`src/pkg/lan_ctrl_pkg.sv`:
```
// Constants for the network controller stop, heartbeat and bus-release block.
// Assumes a single 25 MHz clock and a plain register port.
package lan_ctrl_pkg;

  // ----------------------------------------------------------------
  // Register indices
  // ----------------------------------------------------------------
  localparam logic [2:0] IDX_MAIN = 3'h0;
  localparam logic [2:0] IDX_SECOND = 3'h1;
  localparam logic [2:0] IDX_THIRD = 3'h2;
  localparam logic [2:0] IDX_INT_STATUS = 3'h3;
  localparam logic [2:0] IDX_INT_MASK = 3'h4;
  localparam logic [2:0] IDX_CONFIG = 3'h5;

  // ----------------------------------------------------------------
  // Main control/status bit positions
  // ----------------------------------------------------------------
  localparam int BIT_START = 1;
  localparam int BIT_STOP = 2;
  localparam int BIT_TX_ON = 4;
  localparam int BIT_RX_ON = 5;
  localparam int BIT_INTERRUPT_ENABLE_BIT = 6;
  localparam int BIT_INTR = 7;
  localparam int BIT_COL_ERR = 13;
  localparam int BIT_ERR = 15;

  // Interrupt status bit positions
  localparam int INT_HEARTBEAT = 0;
  localparam int INT_DMA_DONE = 1;
  localparam int INT_STOPPED = 2;
  localparam int INT_BITS = 3;

  // Config bit position
  localparam int BIT_ALE_POL = 0;

  // ----------------------------------------------------------------
  // Reset values
  // ----------------------------------------------------------------
  localparam logic [15:0] RST_CTRL = 16'h0000;
  localparam logic [2:0] RST_INT = 3'h0;

  // ----------------------------------------------------------------
  // Timing
  // ----------------------------------------------------------------
  localparam int CLK_PERIOD_NS = 40;
  localparam int HB_WINDOW_NS = 4000;
  localparam int HB_CYCLES = HB_WINDOW_NS / CLK_PERIOD_NS;
  localparam logic [7:0] HB_LAST = 8'(HB_CYCLES - 1);

endpackage

```
`src/logic/lan_ctrl_stop_heartbeat.sv`:
```
// Control/status, heartbeat check, stop handling and DMA bus release logic.
// Assumes one clock domain; collision and hold acknowledge arrive from pins.
//
// Behaviour
// - Collision seen from transmit start to window end means heartbeat good.
// - Heartbeat window after each transmission lasts 4 microseconds.
// - Address latch polarity 0: strobe may stay high at mastership end.
// - Address latch polarity 1: strobe never driven low at mastership end.
// - Stop write is latched; internal reset follows once slave access ends.
// - Second and third control registers survive stop.
// - Main register read returns a latched, stable copy.
// - Interrupt enable bit can be set regardless of stop.
// - Writing stop while stopped leaves other main bits unchanged.
//
// Added by the designer: strobed register access and the placing of the registers.
`timescale 1ns/100ps

module lan_ctrl_stop_heartbeat
(
  input wire logic i_clk,
  input wire logic i_nrst,
  input wire logic [2:0] i_addr,
  input wire logic [15:0] i_wdata,
  input wire logic i_wr,
  input wire logic i_rd,
  output logic [15:0] o_rdata,
  input wire logic i_tx_busy,
  input wire logic i_collision,
  input wire logic i_dma_req,
  input wire logic i_hold_ack,
  output logic o_tx_en,
  output logic o_rx_en,
  output logic o_hold_req,
  output logic o_ale,
  output logic o_ale_oe,
  output logic [15:0] o_dal,
  output logic o_dal_oe,
  output logic o_dma_busy,
  output logic o_irq
);

  // ----------------------------------------------------------------
  // DMA state machine encoding
  // ----------------------------------------------------------------
  typedef enum logic [4:0]
  {
    DMA_IDLE = 5'b00001,
    DMA_REQ = 5'b00010,
    DMA_ADDR = 5'b00100,
    DMA_DATA = 5'b01000,
    DMA_REL = 5'b10000
  } dma_state_e;

  // ----------------------------------------------------------------
  // Pin synchronisers
  // ----------------------------------------------------------------
  logic col_meta_ff;
  logic col_sync_ff;
  logic ack_meta_ff;
  logic ack_sync_ff;

  always_ff @(posedge i_clk)
  begin
    if (!i_nrst)
    begin
      col_meta_ff <= 1'b0;
      col_sync_ff <= 1'b0;
      ack_meta_ff <= 1'b0;
      ack_sync_ff <= 1'b0;
    end
    else
    begin
      col_meta_ff <= i_collision;
      col_sync_ff <= col_meta_ff;
      ack_meta_ff <= i_hold_ack;
      ack_sync_ff <= ack_meta_ff;
    end
  end

  // ----------------------------------------------------------------
  // Register, heartbeat and DMA state
  // ----------------------------------------------------------------
  logic start_ff;
  logic stop_ff;
  logic run_ff;
  logic interrupt_enable_bit_ff;
  logic col_err_ff;
  logic stop_pend_ff;
  logic [15:0] second_ff;
  logic [15:0] third_ff;
  logic [lan_ctrl_pkg::INT_BITS-1:0] int_status_ff;
  logic [lan_ctrl_pkg::INT_BITS-1:0] int_mask_ff;
  logic ale_pol_ff;
  logic [15:0] rdata_ff;
  logic irq_ff;
  logic tx_prev_ff;
  logic hb_open_ff;
  logic hb_seen_ff;
  logic [7:0] hb_cnt_ff;
  dma_state_e dma_state_ff;
  dma_state_e nxt_dma_state;
  logic hold_req_ff;
  logic ale_ff;
  logic ale_oe_ff;
  logic [15:0] dal_ff;
  logic dal_oe_ff;
  logic dma_busy_ff;

  // ----------------------------------------------------------------
  // Decode
  // ----------------------------------------------------------------
  wire wr_main = i_wr && (i_addr == lan_ctrl_pkg::IDX_MAIN);
  wire wr_second = i_wr && (i_addr == lan_ctrl_pkg::IDX_SECOND);
  wire wr_third = i_wr && (i_addr == lan_ctrl_pkg::IDX_THIRD);
  wire wr_int_status = i_wr && (i_addr == lan_ctrl_pkg::IDX_INT_STATUS);
  wire wr_int_mask = i_wr && (i_addr == lan_ctrl_pkg::IDX_INT_MASK);
  wire wr_config = i_wr && (i_addr == lan_ctrl_pkg::IDX_CONFIG);
  wire w_stop = i_wdata[lan_ctrl_pkg::BIT_STOP];
  wire w_start = i_wdata[lan_ctrl_pkg::BIT_START];
  wire w_interrupt_enable_bit = i_wdata[lan_ctrl_pkg::BIT_INTERRUPT_ENABLE_BIT];
  wire w_col_clr = i_wdata[lan_ctrl_pkg::BIT_COL_ERR];
  // Main writes are refused during the one cycle the stop is being applied
  wire main_take = wr_main && !stop_pend_ff;
  wire stop_repeat = main_take && w_stop && stop_ff;
  wire stop_new = main_take && w_stop && !stop_ff;
  wire start_cmd = main_take && !w_stop && w_start && !start_ff;

  // ----------------------------------------------------------------
  // Heartbeat check
  // ----------------------------------------------------------------
  wire tx_fall = tx_prev_ff && !i_tx_busy;
  wire tx_rise = !tx_prev_ff && i_tx_busy;
  wire hb_end = hb_open_ff && (hb_cnt_ff == lan_ctrl_pkg::HB_LAST);
  // Collision anywhere from transmit start to window end counts as heartbeat
  wire hb_fail = hb_end && !hb_seen_ff && !col_sync_ff;
  wire hb_tracking = i_tx_busy || hb_open_ff;

  always_ff @(posedge i_clk)
  begin
    if (!i_nrst || stop_pend_ff)
    begin
      tx_prev_ff <= 1'b0;
      hb_open_ff <= 1'b0;
      hb_seen_ff <= 1'b0;
      hb_cnt_ff <= 8'h00;
    end
    else
    begin
      tx_prev_ff <= i_tx_busy;
      if (tx_rise)
        hb_seen_ff <= col_sync_ff;
      else if (hb_tracking && col_sync_ff)
        hb_seen_ff <= 1'b1;
      if (tx_fall)
      begin
        hb_open_ff <= 1'b1;
        hb_cnt_ff <= 8'h00;
      end
      else if (hb_end)
        hb_open_ff <= 1'b0;
      else if (hb_open_ff)
        hb_cnt_ff <= hb_cnt_ff + 8'h01;
    end
  end

  // ----------------------------------------------------------------
  // Main control/status register
  // ----------------------------------------------------------------
  always_ff @(posedge i_clk)
  begin
    if (!i_nrst)
    begin
      start_ff <= 1'b0;
      stop_ff <= 1'b1;
      run_ff <= 1'b0;
      interrupt_enable_bit_ff <= 1'b0;
      col_err_ff <= 1'b0;
      stop_pend_ff <= 1'b0;
    end
    else if (stop_pend_ff)
    begin
      // Internal reset one cycle after the slave write has completed
      stop_pend_ff <= 1'b0;
      stop_ff <= 1'b1;
      start_ff <= 1'b0;
      run_ff <= 1'b0;
      interrupt_enable_bit_ff <= 1'b0;
      col_err_ff <= 1'b0;
    end
    else
    begin
      stop_pend_ff <= stop_new;
      if (start_cmd)
      begin
        start_ff <= 1'b1;
        stop_ff <= 1'b0;
        run_ff <= 1'b1;
      end
      // Repeated stop write touches nothing else
      if (main_take && !stop_repeat)
        interrupt_enable_bit_ff <= w_interrupt_enable_bit;
      if (hb_fail)
        col_err_ff <= 1'b1;
      else if (main_take && !stop_repeat && w_col_clr)
        col_err_ff <= 1'b0;
    end
  end

  // ----------------------------------------------------------------
  // Other registers
  // ----------------------------------------------------------------
  // Second and third registers have no reset path from stop
  always_ff @(posedge i_clk)
  begin
    if (!i_nrst)
    begin
      second_ff <= lan_ctrl_pkg::RST_CTRL;
      third_ff <= lan_ctrl_pkg::RST_CTRL;
      int_mask_ff <= lan_ctrl_pkg::RST_INT;
      ale_pol_ff <= 1'b0;
    end
    else
    begin
      if (wr_second)
        second_ff <= i_wdata;
      if (wr_third)
        third_ff <= i_wdata;
      if (wr_int_mask)
        int_mask_ff <= i_wdata[lan_ctrl_pkg::INT_BITS-1:0];
      if (wr_config)
        ale_pol_ff <= i_wdata[lan_ctrl_pkg::BIT_ALE_POL];
    end
  end

  // ----------------------------------------------------------------
  // Interrupts
  // ----------------------------------------------------------------
  wire dma_done = (dma_state_ff == DMA_REL);
  wire [lan_ctrl_pkg::INT_BITS-1:0] int_set = {stop_pend_ff, dma_done, hb_fail};
  wire [lan_ctrl_pkg::INT_BITS-1:0] int_clr =
    wr_int_status ? i_wdata[lan_ctrl_pkg::INT_BITS-1:0] : lan_ctrl_pkg::RST_INT;
  // Set wins over a simultaneous write-one clear
  wire [lan_ctrl_pkg::INT_BITS-1:0] nxt_int_status = (int_status_ff & ~int_clr) | int_set;
  wire irq_pending = |(nxt_int_status & int_mask_ff);

  always_ff @(posedge i_clk)
  begin
    if (!i_nrst)
    begin
      int_status_ff <= lan_ctrl_pkg::RST_INT;
      irq_ff <= 1'b0;
    end
    else
    begin
      int_status_ff <= nxt_int_status;
      irq_ff <= irq_pending;
    end
  end

  // ----------------------------------------------------------------
  // Read path
  // ----------------------------------------------------------------
  wire [15:0] main_value = {
    col_err_ff,
    1'b0,
    col_err_ff,
    5'h00,
    |(int_status_ff & int_mask_ff),
    interrupt_enable_bit_ff,
    run_ff,
    run_ff,
    1'b0,
    stop_ff,
    start_ff,
    1'b0
  };
  wire [15:0] rd_mux =
    (i_addr == lan_ctrl_pkg::IDX_MAIN) ? main_value :
    (i_addr == lan_ctrl_pkg::IDX_SECOND) ? second_ff :
    (i_addr == lan_ctrl_pkg::IDX_THIRD) ? third_ff :
    (i_addr == lan_ctrl_pkg::IDX_INT_STATUS) ? {13'h0000, int_status_ff} :
    (i_addr == lan_ctrl_pkg::IDX_INT_MASK) ? {13'h0000, int_mask_ff} :
    (i_addr == lan_ctrl_pkg::IDX_CONFIG) ? {15'h0000, ale_pol_ff} :
    16'h0000;

  // Snapshot at the strobe so the value cannot move during the cycle
  always_ff @(posedge i_clk)
  begin
    if (!i_nrst)
      rdata_ff <= 16'h0000;
    else if (i_rd)
      rdata_ff <= rd_mux;
    else
      rdata_ff <= 16'h0000;
  end

  // ----------------------------------------------------------------
  // DMA bus master
  // ----------------------------------------------------------------
  // Asserted latch level follows polarity: 0 active high, 1 active low
  wire ale_active = ~ale_pol_ff;

  always_comb
  begin
    nxt_dma_state = dma_state_ff;
    case (dma_state_ff)
      DMA_IDLE:
        if (run_ff && i_dma_req)
          nxt_dma_state = DMA_REQ;
      DMA_REQ:
        if (ack_sync_ff)
          nxt_dma_state = DMA_ADDR;
      DMA_ADDR:
        nxt_dma_state = DMA_DATA;
      DMA_DATA:
        nxt_dma_state = DMA_REL;
      DMA_REL:
        nxt_dma_state = DMA_IDLE;
      default:
        nxt_dma_state = DMA_IDLE;
    endcase
  end

  always_ff @(posedge i_clk)
  begin
    if (!i_nrst || stop_pend_ff)
    begin
      // Stop drops the request and floats every bus pin at once
      dma_state_ff <= DMA_IDLE;
      hold_req_ff <= 1'b0;
      ale_ff <= 1'b1;
      ale_oe_ff <= 1'b0;
      dal_ff <= 16'h0000;
      dal_oe_ff <= 1'b0;
      dma_busy_ff <= 1'b0;
    end
    else
    begin
      dma_state_ff <= nxt_dma_state;
      hold_req_ff <= (nxt_dma_state != DMA_IDLE) && (nxt_dma_state != DMA_REL);
      dma_busy_ff <= (nxt_dma_state != DMA_IDLE);
      dal_oe_ff <= (nxt_dma_state == DMA_ADDR) || (nxt_dma_state == DMA_DATA);
      dal_ff <= (nxt_dma_state == DMA_ADDR) ? second_ff : third_ff;
      ale_oe_ff <= (nxt_dma_state == DMA_ADDR) || (nxt_dma_state == DMA_DATA) ||
                   (nxt_dma_state == DMA_REL);
      if (nxt_dma_state == DMA_ADDR)
        ale_ff <= ale_active;
      else if (nxt_dma_state == DMA_DATA)
        ale_ff <= ~ale_active;
      else
        ale_ff <= 1'b1;
    end
  end

  // ----------------------------------------------------------------
  // Outputs
  // ----------------------------------------------------------------
  assign o_rdata = rdata_ff;
  assign o_tx_en = run_ff;
  assign o_rx_en = run_ff;
  assign o_hold_req = hold_req_ff;
  assign o_ale = ale_ff;
  assign o_ale_oe = ale_oe_ff;
  assign o_dal = dal_ff;
  assign o_dal_oe = dal_oe_ff;
  assign o_dma_busy = dma_busy_ff;
  assign o_irq = irq_ff;

endmodule // lan_ctrl_stop_heartbeat

```
`config.mk`:
```
export PLATFORM = sky130hd
export DESIGN_NAME = lan_ctrl_stop_heartbeat
export DESIGN_NICKNAME = d
export VERILOG_FILES = /design/src/pkg/lan_ctrl_pkg.sv /design/src/logic/lan_ctrl_stop_heartbeat.sv
export SDC_FILE = /design/constraint.sdc
export NUM_CORES = 1
export LEC_CHECK = 0
export BUFFER_PORTS_ARGS = -buffer_cell sky130_fd_sc_hd__buf_4
export CAP_MARGIN = 20
export CORE_AREA = 3 3 104 106
export DETAILED_ROUTE_END_ITERATION = 7
export DIE_AREA = 0 0 107 109
export HOLD_SLACK_MARGIN = 0.02
export PLACE_DENSITY = 0.63
export SYNTH_ARGS = -nofsm -noshare
export SYNTH_HDL_FRONTEND = slang
export SYNTH_SLANG_ARGS = --single-unit
```
`constraint.sdc`:
```
create_clock -name i_clk -period 1.9 [get_ports i_clk]
set_clock_uncertainty 0.15 [all_clocks]
set_input_delay 0.095 -clock i_clk [delete_from_list [all_inputs] [get_ports i_clk]]
set_output_delay 0.095 -clock i_clk [all_outputs]
set_load 0.01 [all_outputs]
```
---- Word level (Yosys, flattened, before mapping) ----
Index checks and enable logic that the tools add are counted.
cells by class
  reduce and logical (&&, ||, !) cells .... 48
  shift operators ......................... 0
  multipliers ............................. 0
  equality and inequality tests ........... 16
  bitwise gates (word level) .............. 9
  $lt $le $gt $ge ......................... 0
  muxes and demuxes ....................... 19
  $add $sub $neg .......................... 1
  div/mod/pow operators ................... 0
operators with widths
  cell                                                             count
  16-bit two-way mux                                               4
  1-bit logical AND                                                23
  5-bit case mux with 4 select lines                               1
  5-bit by 3-bit == test with 1-bit output, second input constant  2
  5-bit by 4-bit == test with 1-bit output, second input constant  2
  5-bit == test, second input constant                             2
  1-bit logical NOT                                                10
  5-bit two-way mux                                                2
  3-bit bitwise AND                                                3
  1-bit two-way mux                                                9
  3-bit two-way mux                                                3
  3-bit OR reduction                                               3
  8-bit by 1-bit adder with 8-bit output, second input constant    1
  8-bit by 7-bit == test with 1-bit output, second input constant  1
  3-bit by 2-bit == test with 1-bit output, second input constant  2
  3-bit == test, second input constant                             2
  2-bit nonzero test                                               3
  5-bit by 1-bit == test with 1-bit output, second input constant  1
  5-bit by 2-bit == test with 1-bit output, second input constant  1
  5-bit by 1-bit != test with 1-bit output, second input constant  1
  5-bit != test, second input constant                             1
  1-bit logical OR                                                 4
  1-bit NOT                                                        4
  2-bit AND reduction                                              2
  5 further kinds                                                  6
word-level totals
  memory bits (writable) .................. 0
  logic and storage cells ................. 121
  output and inout port bits .............. 40
  bits in latches ......................... 0
  memories ................................ 0
  ROM bits ................................ 0
  register bits after elaboration ......... 102

---- Longest topological paths before layout ----
Gate-level depths: netlist of run 1.
  word-level depth ........................ 10
  depth in mapped cells ................... 6

---- Least setup slack after synthesis of run 1 ----
Ideal clock, no wire load.
  path type ............................... reg2reg
  start ................................... reg dma_state_ff[4]
  end ..................................... reg dal_ff[10], in the netlist o_dal[10]
  setup slack ............................. 0.372 ns
  period minus slack after synthesis ...... 1.528 ns
  stages on the path, launching flop included .. 6
  data required time ...................... 1.622 ns
  library setup time ...................... 0.128 ns
  data arrival time ....................... 1.250 ns
  cells stage by stage .................... dfxtp_1 -> and4bb_2 -> nand2_2 -> buf_4 -> mux2i_1 -> nor2_1
between the ends
  longest elaborated chain between the ends .. 4
ends and longest elaborated chain
  element                                                                 RTL line                        source
  start: declaration                                                      lan_ctrl_stop_heartbeat.sv:100  dma_state_e dma_state_ff;
  start signal: assignment                                                lan_ctrl_stop_heartbeat.sv:339  dma_state_ff <= nxt_dma_state;
  5-bit by 4-bit == test with 1-bit output, or another cell as far along  lan_ctrl_stop_heartbeat.sv:306  case (dma_state_ff)
  5-bit case mux with 4 select lines (*)                                  lan_ctrl_stop_heartbeat.sv:306
  5-bit by 3-bit == test with 1-bit output (*)                            lan_ctrl_stop_heartbeat.sv:343  dal_ff <= (nxt_dma_state == DMA_ADDR) ? second_ff : third_ff;
  16-bit two-way mux (*)                                                  lan_ctrl_stop_heartbeat.sv:343
  end signal: assignment                                                  lan_ctrl_stop_heartbeat.sv:343
  end: declaration                                                        lan_ctrl_stop_heartbeat.sv:105  logic [15:0] dal_ff;
Every way passes the cells marked *; elsewhere a longest branch is shown, timed or not.
A chain may end at the register's enable or synchronous reset.

---- Final worst setup path of run 1 ----
  start ................................... in i_addr[0]
  end ..................................... reg third_ff[1]
between the ends
  longest elaborated chain between the ends .. 2
ends and longest elaborated chain
  element                                   RTL line                        source
  start: declaration                        lan_ctrl_stop_heartbeat.sv:22   input wire logic [2:0] i_addr,
  3-bit by 2-bit == test with 1-bit output  lan_ctrl_stop_heartbeat.sv:114  wire wr_third = i_wr && (i_addr == lan_ctrl_pkg::IDX_THIRD);
  1-bit logical AND                         lan_ctrl_stop_heartbeat.sv:114
  end signal: assignment                    lan_ctrl_stop_heartbeat.sv:218  third_ff <= lan_ctrl_pkg::RST_CTRL;
  end signal: assignment                    lan_ctrl_stop_heartbeat.sv:227  third_ff <= i_wdata;
  end: declaration                          lan_ctrl_stop_heartbeat.sv:90   logic [15:0] third_ff;
Every way passes these cells.

==> metrics.md, run 1 <==
| Metric | Value |
|---|---|
| Status | finished clean |
| Most frequent cell after synthesis | dfxtp_1 |
| IO Pins | 67 |
| Synth unique cells | between 50 and 60 |
| Drt drc | 0 |
| Ys Warns | 0 |
| Register area | 0.00204 mm² |
| Gr usage total | 18.2% |
| Logic pwr share | 7.5% |
| Synth Register Bits | 102 |
| DRT Wirelength | roughly 9900 µm |
| Worst vdd ir | roughly 0.33 mV |
| Clk_lat worst skew | 0.37 ns |
| Top post-synthesis cells by area | dfxtp_1 (51%), nand2_1 (7.4%), mux2i_1 (6.3%) |
| Count of pins over their slew limit | 0 |
| Total number of vias | 3343 |
| Sw Ratio | approximately a quarter |
| Layout cell share with drive strength beyond 1 | 20.0% |
| Routability congestion estimate | ~0.85 |
| Crit. End Element | flop |
| Clk root buf | clkbuf_8 |
| Nets | 559 |
| Antenna Cells | 0 |
| Worst setup SP type | primary input |
| Synth top cells by count | dfxtp_1 (102), nand2_1 (78), nor2_1 (47) |
| Part of the power in registers | 54.6% |
| Setup_tns | 0 ns |
| Crit-path max FO | 17 |
| Die area | 0.0117 mm² |
| Largest net degree at the start of global routing | 30 |
| Syn Area/Cell | approximately 9 µm² |
| Syn Nets | 462 |
| Core area | 0.00986 mm² |
| Site Rows | 36 |
| Max Buffers Root-to-Sink | 2 |
| Starting Density | 40.3% |
| Pwr Total | approximately 0.004 W |
| P_sw | 0.000945 W |
| Antenna violations before repair | 0 |
| Final count of hold timing violations | 0 |
| Post-CTS sizing | 0 |
| Clk sinks | 102 |
| Kind of critical path | in2reg |
| Die Height | 109 µm |
| TritonCTS clock tree | done |
| Pint | slightly above 0.003 W |
| Clock power frac | 37.9% |
| Vias in the first global route | 3386 |
| Multi-input logic area | 0.00180 mm² |
| Num CTS Buffers | 9 |
| Pre-antenna DRT Iters | 5 |
| Mapped Area | approximately 0.004 mm² |
| Tcrit/Tclk final | between 80% and 90% |
| Register area share after synthesis | approximately 51% |
| Post-DR wirelength/cell | 14.9 µm |
| Top FF cell, synth | dfxtp_1 |
| Slew margin rel. | a little under 80% |
| Leakage | 2.11 nW |
| Fin crit period | 1.69 ns |
| Routed vias/inst | between 4 and 5 |
| Async set-reset flop share out of synthesis | 0% |
| Fillcell total | 917 |
| Port bufs | 66 |
| DP Wirelength | 6810 µm |
| Unrepaired setup endpoints after global routing | false |
| EDFF count, synth | 0 |
| Hold Worst Slack | 0.0553 ns |
| Placed cells | 628 |
| Min-Delay Path Class | in2reg |
| Synth area leader | dfxtp_1 |
| Cell area power density | 780 mW/mm² |
| 1st-iter DRT viols | 157 |
| Fin cells | 669 |
| Post-route ant nets | 0 |
| Maxcap violations | 0 |
| Yosys top cell area share | 51.4% |
| Cells after Synth | roughly 430 |
| Die width | ~110 µm |
| Clk slew on worst S/H paths | 0.10 ns |
| # setup viols final | 0 |
| First-pass GRT wire length | 16600 µm |
| WP data required | 2.05 ns |
| Slew @ Worst Pin | roughly 0.34 ns |
| Max Fclk | 0.593 GHz |
| Area growth from synthesis to layout | 29.5% |
| CTS H-Tree Depth | 3 |
| Global route overflow | 0 |
| Critical path arrival | 1.84 ns |
## flip-flops by register name, summed over array words and instances, names as in the netlist, 3 cells and up
register	flops
o_dal	16
o_rdata	16
second_ff	16
third_ff	16
hb_cnt_ff	8
dma_state_ff	5
int_mask_ff	3
int_status_ff	3
## worst max-delay path: stages
cell	delay (ns)
dlygate4sd3_1	0.54
buf_4	0.20
nor3b_2	0.27
buf_4	0.19
and2_1	0.15
buf_4	0.18
nand2_1	0.07
a21boi_0	0.14
## cells by family after synthesis
group / Yosys count / share of synthesized area, %
simple gates: 183 / 21.7
fa+ha+maj: 1 / 0.315
xor+xnor: 5 / 1.10
flops: 102 / 51.4
compound gates: 88 / 15.7
mux: 25 / 6.29
buf+inv: 30 / 3.49
## repair_timing
item | 4_1_cts | 5_1_grt
endpoints found under the hold margin | 53 | 0
buffers inserted | 0 | 0
hold buffers | 25 | 0
## routing by layer
metal / share of wire [%] / routed length (µm) / up-vias / track usage [%]
li1: - / - / 1678 / -
met1: 47 / 4680 / 1549 / 25.0
met2: 46 / 4580 / 103 / 28.9
met3: 5.1 / 504 / 13 / 2.61
met4: 1.8 / 175 / 0 / 7.31
met5: 0 / 0 / - / 0
## metrics by stage
| stage | area [µm²] | setup WS (ns) | utilization [%] |
|---|---|---|---|
| after floorplan | 3980 | 0.372 | - |
| after global placement | 4680 | 0.365 | 47.4 |
| after detailed placement | 4680 | 0.356 | 47.4 |
| after CTS | 5150 | 0.235 | 52.2 |
| after global routing | 5150 | 0.0276 | 52.2 |
| final | 5150 | 0.215 | 52.2 |
## final timing paths
check | depth (start not counted) | startpoint | slack [ns] | to
max | 8 | i_addr[0] | 0.21 | third_ff[1]
min | 4 | i_addr[1] | 0.06 | o_rdata[7]
max reg2reg | 5 | hb_cnt_ff[0] | 0.34 | o_irq
min reg2reg | 1 | col_meta_ff | 0.29 | col_sync_ff
## layout by cell type (no fill, tap or decap), types with 3 or more instances in the layout
master         Yosys  final
a21boi_0          12     12
a21boi_1          21     21
a21oi_1           11     11
a22oi_1           14     14
and2_1            10     10
buf_4              4     84
clkbuf_8           0      9
dfxtp_1          102    102
dlygate4sd3_1      0     25
inv_1              6      6
mux2i_1           25     25
nand2_1           78     78
nand2b_1           6      6
nand3_1            7      7
nand4_1            5      5
nor2_1            47     47
nor2b_1           13     13
nor3_1             3      3
o21ai_0            9      9
xor2_1             3      3
## area by class of cell
cell class | instances | share of cell area, %
flip-flops and latches | 102 | 39.7
multi-input cells | 302 | 34.9
repair buffers | 110 | 17.5
well taps | 133 | 3.23
clock buffers | 10 | 2.48
clock inverters | 6 | 1.82
inverters | 6 | 0.437
## power groups by stage
| stage | clock (W) | combinational, W | sequential [W] |
|---|---|---|---|
| after floorplan | 0 | 0.000133 | 0.00224 |
| after global placement | 0 | 0.000254 | 0.00224 |
| after detailed placement | 0 | 0.000258 | 0.00224 |
| after CTS | 0.00155 | 0.000299 | 0.00219 |
| after global routing | 0.00164 | 0.000329 | 0.00220 |
| final | 0.00152 | 0.000300 | 0.00219 |
(Power assumes the default switching activity.)
==> run 2: changes to the inputs <==
- CORE_AREA: 3 3 104 106 -> 3 3 111 113
- DIE_AREA: 0 0 107 109 -> 0 0 114 116
- MAX_ROUTING_LAYER: unset -> met4
- PLACE_DENSITY: 0.63 -> 0.57
==> run 2 against run 1 <==
Net effect: fmax fell by 4.3%; first-iteration DRC count rose by 50%; hold slack got worse by 0.021 ns; worst setup slack got worse by 0.076 ns; sequential power barely moved; register-to-register slack got worse by 0.14 ns; global-route usage fell by 1.9 points; core utilization fell by 6.7 points; clock power rose by 11%; cell area rose by 0.95%; cell count rose by 1.2%; critical path depth did not move; critical path type unchanged; critical endpoint is now third_ff[2].
==> metrics.md, run 2 (synthesis gave the netlist of run 1 again) <==
| Metric | Value |
|---|---|
| Total number of vias | 3307 (-1.1%) |
| TritonCTS clock tree | done |
| Most common cell after layout, fill and taps aside | dfxtp_1 |
| Register area | 0.00204 mm² (unchanged) |
| Post-route ant nets | 0 (unchanged) |
| Routability congestion estimate | 0.786 (-7.5%) |
| Max Fclk | 0.568 GHz (-4.3%) |
| First-pass GRT wire length | 16400 µm (-1.2%) |
| Clk sinks | 102 (unchanged) |
| Crit-path max FO | 10 (-7) |
| Post-CTS sizing | 0 (unchanged) |
| CTS H-Tree Depth | 3 (unchanged) |
| Tcrit/Tclk final | 92.7% (+4.0 points) |
| Maxcap violations | 0 (unchanged) |
| Crit. End Element | flop |
| 1st-iter DRT viols | 236 (+50%) |
| WP data required | 2.02 ns (-0.03 ns) |
| Antenna Cells | 0 (unchanged) |
| Die width | 114 µm (+6.5%) |
| Gr usage total | 16.3% (-1.9 points) |
| Hold Path Stages | 2 (-2) |
| DP Wirelength | 7200 µm (+5.7%) |
| Reg-to-reg slack, setup | 0.20 ns (-0.14 ns) |
| # setup viols final | 0 (unchanged) |
| Most frequent cells in the layout | dfxtp_1 (102), buf_4 (84), nand2_1 (78) |
| Leakage | 2.13 nW (+0.99%) |
| Core Util, Final | 45.5% (-6.7 points) |
| Slew margin rel. | 72.1% (-4.9 points) |
| Fin crit period | 1.76 ns (+0.0765 ns) |
| R2R depth | 5 (unchanged) |
| Worst vdd ir | 0.337 mV (+3.2%) |
| Pre-antenna DRT Iters | 4 (-1) |
| Number of hold buffers added after cts | 24 (-4.0%) |
| Cell area power density | 805 mW/mm² (+3.2%) |
| Final count of hold timing violations | 0 (unchanged) |
| Reg2reg end | o_rdata[0] |
| Critical path arrival | 1.88 ns (+0.04 ns) |
| Antenna violations before repair | 0 (unchanged) |
| Post-DR wirelength/cell | 15.0 µm (+0.96%) |
| Die Height | 116 µm (+6.4%) |
| Area growth from synthesis to layout | 30.7% |
| Clk slew on worst S/H paths | 0.07 ns (-0.03 ns) |
| Core area | 0.0114 mm² (+16%) |
| Nets | 558 (-0.18%) |
| DRT Wirelength | 10200 µm (+2.2%) |
| Layout cell share with drive strength beyond 1 | 19.7% (-0.30 points) |
| Min-Delay Path Class | in2reg |
| Hold Worst Slack | 0.0344 ns (-0.0209 ns) |
| Multi-input logic area | 0.00180 mm² (unchanged) |
| Die area | 0.0132 mm² (+13%) |
| Clk_lat worst skew | 0.34 ns (-0.03 ns) |
| Setup Buffers After CTS | 0 (unchanged) |
| Largest net degree at the start of global routing | 40 (+33%) |
| Count of pins over their slew limit | 0 (unchanged) |
| Reg-to-Reg Start | ale_pol_ff |
| Global route overflow | 0 (unchanged) |
| Drt drc | 0 (unchanged) |
| IO Pins | 67 (unchanged) |
| Vias in the first global route | 3329 (-1.7%) |
| Kind of critical path | in2reg |
| Slew @ Worst Pin | 0.418 ns (+0.0745 ns) |
| Status | finished clean |
| Routed vias/inst | 4.88 (-2.2%) |
| Num CTS Buffers | 9 (unchanged) |
| Clk root buf | clkbuf_16 |
| Site Rows | 39 (+8.3%) |
| Worst setup SP type | primary input |
| Fillcell total | 1117 (+22%) |
| Port bufs | 66 (unchanged) |
| Max Buffers Root-to-Sink | 2 (unchanged) |
| Setup_tns | 0 ns (unchanged) |
| Starting Density | 34.8% (-5.5 points) |
| Endpoint of the worst hold path | third_ff[1] |
| Min-delay src | i_nrst |
| Unrepaired setup endpoints after global routing | false |
run 2: how the worst max path moves through the flow:
stage	start	endpoint	slack, ns	cells past startpoint
floorplan	dma_state_ff[4]	o_dal[10]	0.37	5
global placement	dma_state_ff[4]	o_dal[0]	0.30	5
detailed placement	dma_state_ff[4]	o_dal[7]	0.29	5
CTS	i_addr[0]	third_ff[2]	0.15	8
global route	i_addr[0]	second_ff[6]	0.05	7
finish	i_addr[0]	third_ff[2]	0.14	8
run 2: per-stage QoR:
stage	setup slack, ns	area (µm²)	std cells	total power (W)
6_report	0.138	5200	677	0.00418
5_1_grt	0.0526	5200	677	0.00435
4_1_cts	0.155	5200	677	0.00423
3_5_place_dp	0.290	4690	638	0.00250
3_3_place_gp	0.299	4690	638	0.00250
2_1_floorplan	0.372	3980	434	0.00237
run 2: final cells by class:
class / instances / share of cell area, %
inverter: 6 / 0.433
multi-input combinational: 302 / 34.5
clock buffer: 12 / 4.74
timing repair buffer: 109 / 17.1
clock inverter: 3 / 0.409
tap: 143 / 3.44
sequential: 102 / 39.3
run 2: critical path, stage by stage:
cell and delay (ns):
dlygate4sd3_1 0.53, buf_4 0.18, nor3b_2 0.28, buf_4 0.22
and2_1 0.16, buf_4 0.19, nand2_1 0.07, a21boi_0 0.16
run 2: power breakdown:
group	total, W	leakage, nW	internal (W)	switching, W
sequential	0.00219	0.825	0.00217	0.0000231
combinational	0.000298	1.18	0.000148	0.000149
clock	0.00169	0.129	0.000918	0.000774
total	0.00418	2.13	0.00324	0.000946
run 2: routing by layer:
layer  up-vias  share of wire [%]  GRT usage (%)
li1       1676                  -              -
met1      1536                 48           21.6
met2        83                 45           24.6
met3        12                5.3           2.66
met4         0                1.7           7.21
met5         -                  0              -
==> run 3: changes to the inputs <==
- PLACE_DENSITY: 0.57 -> 0.63
==> run 3 against run 2 <==
Net effect: non-clock buffer count fell by 2; clock-buffer cell count is 2 lower; critical path depth is the same; sequential power barely moved; global-route usage rose by 0.39 points; fmax rose by 2.5%; power grew 2.5%; combinational power hardly changed; worst setup slack better by 0.044 ns; first-iteration DRC count fell by 6.8%; critical path type unchanged; critical endpoint is now second_ff[2].
==> metrics.md, run 3 (synthesis gave the netlist of run 1 again) <==
| Metric | Value |
|---|---|
| Die area | 0.0132 mm² (unchanged) |
| Slew margin rel. | 66.8% (-5.4 points) |
| Routability congestion estimate | 0.886 (+13%) |
| Maxcap violations | 0 (unchanged) |
| Status | finished clean |
| Clk slew on worst S/H paths | 0.07 ns (about the same) |
| Hold Worst Slack | 0.0789 ns (+0.0445 ns) |
| DP Wirelength | 6940 µm (-3.5%) |
| Total number of vias | 3349 (+1.3%) |
| WP data required | 2.01 ns (about the same) |
| Port bufs | 66 (unchanged) |
| Routed vias/inst | 4.95 (+1.4%) |
| First-pass GRT wire length | 16900 µm (+2.9%) |
| Global route overflow | 0 (unchanged) |
| Vias in the first global route | 3364 (+1.1%) |
| Largest net degree at the start of global routing | 27 (-33%) |
| Most frequent cells in the layout | dfxtp_1 (102), nand2_1 (77), buf_4 (77) |
| Site Rows | 39 (unchanged) |
| Final count of hold timing violations | 0 (unchanged) |
| Die Height | 116 µm (unchanged) |
| # setup viols final | 0 (unchanged) |
| Min-Delay Path Class | in2reg |
| Finished Cell Area | 0.00525 mm² (+0.91%) |
| Antenna violations before repair | 0 (unchanged) |
| IO Pins | 67 (unchanged) |
| Fin crit period | 1.72 ns (-0.0436 ns) |
| Core area | 0.0114 mm² (unchanged) |
| Tcrit/Tclk final | 90.4% (-2.3 points) |
| Clk sinks | 102 (unchanged) |
| Crit-path max FO | 17 (+7) |
| 1st-iter DRT viols | 220 (-6.8%) |
| TritonCTS clock tree | done |
| Layout cell share with drive strength beyond 1 | 19.9% (+0.22 points) |
| Nets | 556 (-0.36%) |
| Setup_tns | 0 ns (unchanged) |
| Most common cell after layout, fill and taps aside | dfxtp_1 |
| Num CTS Buffers | 9 (unchanged) |
| Worst vdd ir | 0.501 mV (+49%) |
| Leakage | 2.15 nW (+0.76%) |
| Fillcell total | 1105 (-1.1%) |
| Critical path arrival | 1.83 ns (-0.05 ns) |
| Antenna Cells | 0 (unchanged) |
| Starting Density | 34.8% (unchanged) |
| CTS H-Tree Depth | 3 (unchanged) |
| DRT Wirelength | 10100 µm (-0.42%) |
| Max Buffers Root-to-Sink | 2 (unchanged) |
| Pre-antenna DRT Iters | 4 (unchanged) |
| Gr usage total | 16.7% (+0.39 points) |
| Post-DR wirelength/cell | 15.0 µm (-0.28%) |
| Max Fclk | 0.582 GHz (+2.5%) |
| Slew @ Worst Pin | 0.491 ns (+0.0727 ns) |
| Die width | 114 µm (unchanged) |
| Worst setup SP type | primary input |
| Kind of critical path | in2reg |
| Post-route ant nets | 0 (unchanged) |
| Count of pins over their slew limit | 0 (unchanged) |
| Drt drc | 0 (unchanged) |
| Clk root buf | clkbuf_16 |
| Cell area power density | 818 mW/mm² (+1.6%) |
| Setup Buffers After CTS | 0 (unchanged) |
| Area growth from synthesis to layout | 31.9% |
| Crit. End Element | flop |
| Clk_lat worst skew | 0.34 ns (about the same) |
| Area after DPL | 0.00467 mm² (-0.37%) |
## run 3: changes by cell type in the layout (fill, tap and decap cells not counted), sizes merged
cell         change
inv              +1
clkinv           +3
dlygate4sd3      +2
buf              -4
clkbuf           -2
clkinvlp         -1
## run 3: routing by layer
layer  track usage [%]  share of wire, %  vias up
met5                 -                 0        -
met4              4.59               1.4        0
met3              4.33               5.6       12
met2              26.6                48       94
met1              21.1                45     1567
li1                  -                 -     1676
## run 3: final timing paths
path                              startpoint           end  slack [ns]  cells after the start
worst max register to register  hb_cnt_ff[0]         o_irq        0.32                      5
worst min register to register   col_meta_ff   col_sync_ff        0.29                      1
worst max-delay path               i_addr[0]  second_ff[2]        0.18                      8
worst min-delay path                    i_wr    ale_pol_ff        0.08                      4
## run 3: cell type report
cell class,instances,area (µm²),share of cell area (%)
Inverter,6,22.5,0.429
Tap cell,143,179,3.41
Timing Repair Buffer,107,901,17.2
Multi-Input combinational cell,302,1810,34.4
Sequential cell,102,2040,38.9
Clock buffer,10,239,4.56
Clock inverter,6,56.3,1.07
## run 3: timing repair
item | CTS | global route
endpoints found under the hold margin | 54 | 0
resized for setup | 0 | 5
setup endpoints to repair | 0 | 24
hold buffers | 26 | 0
## run 3: worst max-delay path: stages
cell and delay [ns]:
dlygate4sd3_1 0.54, buf_6 0.17, nor3b_4 0.27, buf_6 0.17, and2_1 0.16, buf_4 0.20, nand2_1 0.07, a21boi_0 0.15
## run 3: through the flow
stage          setup WS, ns  std cells  power [W]  utilization (%)
3_3_place_gp          0.271        634    0.00249             40.9
6_report              0.182        676    0.00429             45.9
3_5_place_dp          0.199        634    0.00249             40.9
4_1_cts              0.0229        676    0.00433             45.8
2_1_floorplan         0.372        434    0.00237                -
5_1_grt             -0.0200        676    0.00447             45.9
## run 3: power by group
| group | total [W] | switching [W] | internal (W) |
|---|---|---|---|
| combinational | 0.000301 | 0.000150 | 0.000151 |
| clock | 0.00179 | 0.000849 | 0.000946 |
| sequential | 0.00219 | 0.0000236 | 0.00217 |
| total | 0.00429 | 0.00102 | 0.00327 |
